$ cat src/rtl/rmsc_pkg.sv
/*
 Constants for the reset and mode strap capture block.
 Assumes a single 20 MHz core clock and an active-low asynchronous reset.
*/
`default_nettype none
package rmsc_pkg;
    localparam int unsigned CLK_PERIOD_NS = 50;
    localparam int unsigned SYNC_STAGES   = 2;
    // Clocks between the reset pin release and the coprocessor-busy strap fall.
    localparam int unsigned COPROC_DELAY  = 4;
    localparam logic [2:0]  COPROC_CNT_W3 = 3'h4;
    localparam logic        MODE_RESET    = 1'b0;
    localparam logic [2:0]  CNT_RESET     = 3'h0;

    typedef enum logic [1:0] {
        RMSC_ST_RESET = 2'b00,
        RMSC_ST_WATCH = 2'b01,
        RMSC_ST_RUN   = 2'b10
    } rmsc_state_t;
endpackage
`default_nettype wire

$ cat src/rtl/rmsc_top.sv
/*
 Reset entry and mode strap capture for a 16-bit embedded processor.
 Assumes board logic drives the reset pin and strap pins; pull-ups are outside.
*/
`timescale 1ns/1ns
`default_nettype none
module rmsc_top
    import rmsc_pkg::*;
(
    input  wire logic core_clk,
    input  wire logic rst_n,
    input  wire logic reset_in_n,
    input  wire logic upper_select_strap,
    input  wire logic lower_select_strap,
    input  wire logic queue_status_strap,
    input  wire logic coproc_busy_strap,
    input  wire logic bus_lock_strap,
    input  wire logic bus_cycle_active,
    output var  logic core_reset,
    output var  logic strap_pullup_en,
    output var  logic bus_ctrl_inactive,
    output var  logic bus_ctrl_oe,
    output var  logic tristate_test_mode,
    output var  logic queue_status_mode,
    output var  logic coproc_mode,
    output var  logic bus_abort
);
    // ---------------------------------------------------------------
    // Pin synchronisers
    // ---------------------------------------------------------------
    logic [5:0] pins_sync;
    logic       res_s;
    logic       ucs_s;
    logic       lcs_s;
    logic       qs_s;
    logic       busy_s;
    logic       lock_s;

    rmsc_sync #(.WIDTH(6)) u_sync (
        .core_clk (core_clk),
        .rst_n    (rst_n),
        .din      ({reset_in_n, upper_select_strap, lower_select_strap,
                    queue_status_strap, coproc_busy_strap, bus_lock_strap}),
        .dout     (pins_sync)
    );

    assign {res_s, ucs_s, lcs_s, qs_s, busy_s, lock_s} = pins_sync;

    // ---------------------------------------------------------------
    // Reset sequencing and mode capture
    // ---------------------------------------------------------------
    rmsc_state_t state;
    rmsc_state_t next_state;
    logic [2:0]  cnt;
    logic [2:0]  next_cnt;
    logic        busy_at_rise;
    logic        next_busy_at_rise;
    logic        abort_pend;
    logic        next_abort_pend;
    logic        next_tristate_test_mode;
    logic        next_queue_status_mode;
    logic        next_coproc_mode;

    always_comb begin
        next_state              = state;
        next_cnt                = cnt;
        next_busy_at_rise       = busy_at_rise;
        next_abort_pend         = 1'b0;
        next_tristate_test_mode = tristate_test_mode;
        next_queue_status_mode  = queue_status_mode;
        next_coproc_mode        = coproc_mode;
        case (state)
            RMSC_ST_RESET: begin
                next_cnt = CNT_RESET;
                if (res_s) begin
                    next_tristate_test_mode = !ucs_s && !lcs_s;
                    next_queue_status_mode  = !qs_s;
                    next_busy_at_rise       = busy_s;
                    next_coproc_mode        = MODE_RESET;
                    next_state              = RMSC_ST_WATCH;
                end
            end
            RMSC_ST_WATCH: begin
                next_cnt = cnt + 3'h1;
                if (cnt + 3'h1 == COPROC_CNT_W3) begin
                    next_coproc_mode = busy_at_rise && !busy_s;
                    next_state       = RMSC_ST_RUN;
                end
            end
            RMSC_ST_RUN: begin
                next_state = RMSC_ST_RUN;
            end
            default: begin
                next_state = RMSC_ST_RESET;
            end
        endcase
        if (!res_s) begin
            next_state      = RMSC_ST_RESET;
            next_abort_pend = state != RMSC_ST_RESET && bus_cycle_active;
        end
    end

    always_ff @(posedge core_clk or negedge rst_n) begin
        if (!rst_n) begin
            state              <= RMSC_ST_RESET;
            cnt                <= CNT_RESET;
            busy_at_rise       <= MODE_RESET;
            abort_pend         <= MODE_RESET;
            tristate_test_mode <= MODE_RESET;
            queue_status_mode  <= MODE_RESET;
            coproc_mode        <= MODE_RESET;
        end else begin
            state              <= next_state;
            cnt                <= next_cnt;
            busy_at_rise       <= next_busy_at_rise;
            abort_pend         <= next_abort_pend;
            tristate_test_mode <= next_tristate_test_mode;
            queue_status_mode  <= next_queue_status_mode;
            coproc_mode        <= next_coproc_mode;
        end
    end

    // ---------------------------------------------------------------
    // Outputs
    // ---------------------------------------------------------------
    always_comb begin
        core_reset        = state == RMSC_ST_RESET;
        strap_pullup_en   = state == RMSC_ST_RESET;
        bus_abort         = abort_pend;
        bus_ctrl_inactive = state == RMSC_ST_RESET;
        bus_ctrl_oe       = state != RMSC_ST_RESET || abort_pend;
    end

    // ---------------------------------------------------------------
    // Assertions
    // ---------------------------------------------------------------
    property p_reset_follows;
        @(posedge core_clk) disable iff (!rst_n) !res_s |=> core_reset;
    endproperty
    a_reset_follows: assert property (p_reset_follows) else $error("Reset not applied.");

    property p_sync_lat;
        @(posedge core_clk) disable iff (!rst_n)
            $fell(reset_in_n) ##0 !reset_in_n [*3] |=> core_reset;
    endproperty
    a_sync_lat: assert property (p_sync_lat) else $error("Reset sync latency wrong.");

    property p_sync_early;
        @(posedge core_clk) disable iff (!rst_n)
            (state == RMSC_ST_RUN && $fell(reset_in_n)) |=> !core_reset;
    endproperty
    a_sync_early: assert property (p_sync_early) else $error("Reset taken before synchroniser.");

    property p_stop;
        @(posedge core_clk) disable iff (!rst_n)
            (state == RMSC_ST_RUN && !res_s) |=> state == RMSC_ST_RESET;
    endproperty
    a_stop: assert property (p_stop) else $error("Activity not stopped.");

    property p_abort;
        @(posedge core_clk) disable iff (!rst_n)
            (state == RMSC_ST_RUN && !res_s && bus_cycle_active) |=> bus_abort && bus_ctrl_oe ##1 !bus_ctrl_oe;
    endproperty
    a_abort: assert property (p_abort) else $error("Bus abort sequence wrong.");

    property p_no_abort;
        @(posedge core_clk) disable iff (!rst_n)
            (state == RMSC_ST_RUN && !res_s && !bus_cycle_active) |=> !bus_abort && !bus_ctrl_oe;
    endproperty
    a_no_abort: assert property (p_no_abort) else $error("Abort without bus cycle.");

    property p_pullup;
        @(posedge core_clk) disable iff (!rst_n) !res_s |=> strap_pullup_en && bus_ctrl_inactive;
    endproperty
    a_pullup: assert property (p_pullup) else $error("Pull-ups off in reset.");

    property p_tst;
        @(posedge core_clk) disable iff (!rst_n)
            (state == RMSC_ST_RESET && res_s) |=> tristate_test_mode == (!$past(ucs_s) && !$past(lcs_s));
    endproperty
    a_tst: assert property (p_tst) else $error("Test mode capture wrong.");

    property p_qs;
        @(posedge core_clk) disable iff (!rst_n)
            (state == RMSC_ST_RESET && res_s) |=> queue_status_mode == !$past(qs_s);
    endproperty
    a_qs: assert property (p_qs) else $error("Queue mode capture wrong.");

    property p_cop;
        @(posedge core_clk) disable iff (!rst_n)
            (state == RMSC_ST_RESET && res_s && busy_s) ##1 res_s [*3] ##1 (res_s && !busy_s) |=> coproc_mode;
    endproperty
    a_cop: assert property (p_cop) else $error("Coprocessor mode missed.");

    property p_cop_off;
        @(posedge core_clk) disable iff (!rst_n)
            (state == RMSC_ST_RESET && res_s && !busy_s) |=> ##4 !coproc_mode;
    endproperty
    a_cop_off: assert property (p_cop_off) else $error("Coprocessor mode without busy strap.");

    property p_hold;
        @(posedge core_clk) disable iff (!rst_n)
            (state == RMSC_ST_RUN && res_s) |=> $stable(tristate_test_mode) && $stable(queue_status_mode)
                && $stable(coproc_mode);
    endproperty
    a_hold: assert property (p_hold) else $error("Mode changed without reset.");

    c_run:   cover property (@(posedge core_clk) disable iff (!rst_n) state == RMSC_ST_RUN);
    c_cop:   cover property (@(posedge core_clk) disable iff (!rst_n) coproc_mode);
    c_tst:   cover property (@(posedge core_clk) disable iff (!rst_n) tristate_test_mode && queue_status_mode);
    c_abort: cover property (@(posedge core_clk) disable iff (!rst_n) bus_abort);
    c_qs:    cover property (@(posedge core_clk) disable iff (!rst_n) queue_status_mode && !tristate_test_mode);
endmodule // rmsc_top
`default_nettype wire

$ cat src/rtl/rmsc_sync.sv
/*
 Two-flop synchroniser bank for pin inputs.
 Assumes inputs are asynchronous to core_clk.
*/
`timescale 1ns/1ns
`default_nettype none
module rmsc_sync #(
    parameter int WIDTH = 1
) (
    input  wire logic             core_clk,
    input  wire logic             rst_n,
    input  wire logic [WIDTH-1:0] din,
    output var  logic [WIDTH-1:0] dout
);
    logic [WIDTH-1:0] stage1;
    logic [WIDTH-1:0] next_stage1;
    logic [WIDTH-1:0] next_dout;

    always_comb begin
        next_stage1 = din;
        next_dout   = stage1;
    end

    always_ff @(posedge core_clk or negedge rst_n) begin
        if (!rst_n) begin
            stage1 <= '0;
            dout   <= '0;
        end else begin
            stage1 <= next_stage1;
            dout   <= next_dout;
        end
    end
endmodule // rmsc_sync
`default_nettype wire

$ cat config.mk
export PLATFORM = sky130hd
export DESIGN_NAME = rmsc_top
export DESIGN_NICKNAME = d
export VERILOG_FILES = /design/src/rtl/rmsc_pkg.sv /design/src/rtl/rmsc_top.sv /design/src/rtl/rmsc_sync.sv
export SDC_FILE = /design/constraint.sdc
export NUM_CORES = 1
export LEC_CHECK = 0
export BUFFER_PORTS_ARGS = -buffer_cell sky130_fd_sc_hd__buf_2
export CORE_ASPECT_RATIO = 0.9
export CORE_MARGIN = 5
export CORE_UTILIZATION = 39
export CTS_CLUSTER_SIZE = 24
export DETAILED_ROUTE_END_ITERATION = 10
export HOLD_SLACK_MARGIN = 0.08
export PLACE_DENSITY = 0.67
export SYNTH_ARGS = -nofsm -noshare
export SYNTH_HDL_FRONTEND = slang
export SYNTH_SLANG_ARGS = --single-unit
$ cat constraint.sdc
create_clock -name core_clk -period 1.4 [get_ports core_clk]
set_clock_uncertainty 0.05 [all_clocks]
set_input_delay 0.14 -clock core_clk [delete_from_list [all_inputs] [get_ports core_clk]]
set_output_delay 0.14 -clock core_clk [all_outputs]
set_load 0.01 [all_outputs]
==> reports/results.ini <==
[critical_path]
worstSetupStartpointType=register
path_class=reg2out
cp_slowest_cell=dfrtp_1
crit_arrival_ns=1.21
path_cells=inv_2 > ha_4 > buf_6 > nand2b_1 > buf_2
max_stage_delay_ns=0.40
cp-end-kind=primary output
cp_max_fo=5
cp.required_ns=1.21

[layout]
fill_cells=161
final_nets=112
multi_input_area_um2=297
drive_gt1_share_pct=41.2
ff_latch_area_um2=500
layout_commonest_cell=dfrtp_1
final_area_um2=1130
diodes=0
layout_common_cells=20 x dfrtp_1, 15 x buf_2, 11 x buf_4, 7 x dlygate4sd3_1, 5 x nand2_1
syn_to_final_growth_pct=41.3

[sta]
setup_violations=1
fmax_mhz=713
hold_violations=0
period_minus_slack_ns=1.40
worst_slack_ns=-0.00281
tightest_slew_ns=0.419
relSlewSlack_pct=72.1
finalCritPeriodShare_pct=100
timing.setup.tns_ns=-0.00281
rsz0062_at_grt=yes
maxSlewViolCount=0

[outcome]
outcome=complete, but fails checks
violations=setup timing

[cts]
cts.clk_slew.worst_paths_ns=0.11
clockBufferDepth=2
tritoncts=yes
clkLatencyLatePin_ns=0.29
cts-root-buf=clkbuf_4
cts_buffers=3
cts.sinks=20
h-tree-depth=1

[yosys]
ys_async_sr_fraction_pct=100
synth-edff-count=0
yosysSeqAreaShare_pct=62.3
yosys_warnings=0
yosys_most_used_dff=dfrtp_1
synth_cell_types=21
synth_area_um2=803
synth_top_area_cell=dfrtp_1
yosys_register_bits=20
synth_top_area_share_pct=62.3
yosys-top-cells-area=dfrtp_1 62%, ha_1 7.8%, and4b_1 2.5%
synth_fp_nets=77
postSynthAreaPerCell_um2=12.8
synthCells=63

[route]
ant_nets=0
drcViolationCount=0
viasPerCell=4.70
drt_iter0_markers=5
drt_wl_total_um=1460
drt-pass1-iter-count=3
wl_per_cell_um=12.0
vias=573

[place]
hpwl_um=1020
placed_cell_area_um2=922
gp_congestion=0.775
io_buffer_count=15

[die]
initial_core_util_pct=41.6
die_w_um=57.8
die_h_um=53.1
fp.coreArea_um2=1930
dieArea_um2=3070
ios=17
num_rows=15

[grt]
first_global_vias=580
antenna_found_initial=0
grt_overflow_total=0
grt_max_degree=21
grt_pass1_wl_um=2540
track_usage_pct=10.9

[power_and_ir_drop]
p_leak_nw=0.550
vdd_drop_max_uv=792
pwr_density_cell_nw_per_um2=1820

[run]
maxCapViolCount=0

[hold_path]
worstHoldPathType=in2async

## Yosys cell counts, types with 2 or more instances
cell type,n
and4b_1,2
dfrtp_1,20
a31oi_1,2
inv_1,4
ha_1,5
nand4_1,2
o211ai_1,2
buf_2,2
o21ai_0,4
nand3_1,3
buf_4,2
nand2b_1,2
nand2_1,5
## sequential cells by signal (all words and copies together), names as in the netlist
| name | flops |
|---|---|
| coproc_mode | 1 |
| u_sync.dout | 5 |
| busy_at_rise | 1 |
| tristate_test_mode | 1 |
| queue_status_mode | 1 |
| cnt | 3 |
| u_sync.next_dout | 5 |
| state | 2 |
| bus_abort | 1 |
## what timing repair did
item                                    in CTS  in global routing
resized for setup                            7                  3
pin swaps                                    1                  1
setup buffers                                3                  4
hold buffers                                 7                  0
endpoints found under the setup margin       8                  7
cloned                                       0                  0
hold endpoints to repair                    26                  0
## layout make-up
cell class,count,share of cell area [%]
multi-input cells,35,26.1
clock buffers,3,1.98
clock inverters,1,2.65
well taps,25,2.76
repair buffers,34,21.1
flip-flops and latches,20,44.1
inverters,4,1.32
## report_power, final
part / switching [mW] / leakage (nW) / internal [mW]
registers: 0.0705 / 0.248 / 0.688
clock network: 0.169 / 0.0279 / 0.289
logic: 0.407 / 0.274 / 0.444
total: 0.647 / 0.550 / 1.42
## stage by stage
step	power (mW)	hold slack [ns]	std cells	utilization, %	setup slack [ns]
after global routing	2.21	0.297	122	58.7	-0.0672
after CTS	1.99	0.263	118	56.7	-0.0356
after floorplan	1.16	-0.206	63	-	-0.000662
after detailed placement	1.41	0.0528	104	47.7	-0.0680
after global placement	1.37	0.0515	104	47.7	0.0438
final	2.07	0.256	122	58.7	-0.00281
## final timing paths
| path | startpoint | slack, ns | end | cells past startpoint |
|---|---|---|---|---|
| max in group asynchronous | rst_n | 0.76 | state[0] | 2 |
| setup / recovery | state[0] | -0.003 | bus_ctrl_oe | 5 |
| hold / removal | rst_n | 0.26 | u_sync.next_dout[5] | 2 |
| min in group core_clk | u_sync.next_dout[4] | 0.31 | u_sync.dout[4] | 0 |
| setup reg to reg | state[1] | 0.04 | state[0] | 6 |
| hold reg to reg | u_sync.next_dout[4] | 0.31 | u_sync.dout[4] | 0 |
## routing by layer
layer  wire, um  GRT usage, %  vias to the layer above  part of all wire, %
met5          0             0                        -                    0
met4         12          2.32                        0                 0.82
met3         89          2.93                        2                  6.1
met2        683          19.2                       14                   47
met1        677          13.3                      274                   46
li1           -             -                      283                    -
## worst max-delay path, delay by kind of cell, from the launching register on
family,cells,cell delay [ns]
buffers and inverters,3,0.31
adder cells (fa/ha/maj),1,0.16
flip-flops,1,0.40
AND/OR/NAND/NOR,1,0.05
## cell families (layout without fill, tap and decap cells)
group                    after synthesis  after routing  synth area share [%]
AND/OR/NAND/NOR                       16             16                  11.2
adder cells (fa/ha/maj)                5              5                  7.79
AO/OA/AOI/OAI                         11             11                  9.03
multiplexers                           2              2                  2.65
buffers and inverters                  8             42                  4.98
flip-flops                            20             20                  62.3
XOR/XNOR                               1              1                  2.03
Note: power is estimated with default switching activity, not from simulation.
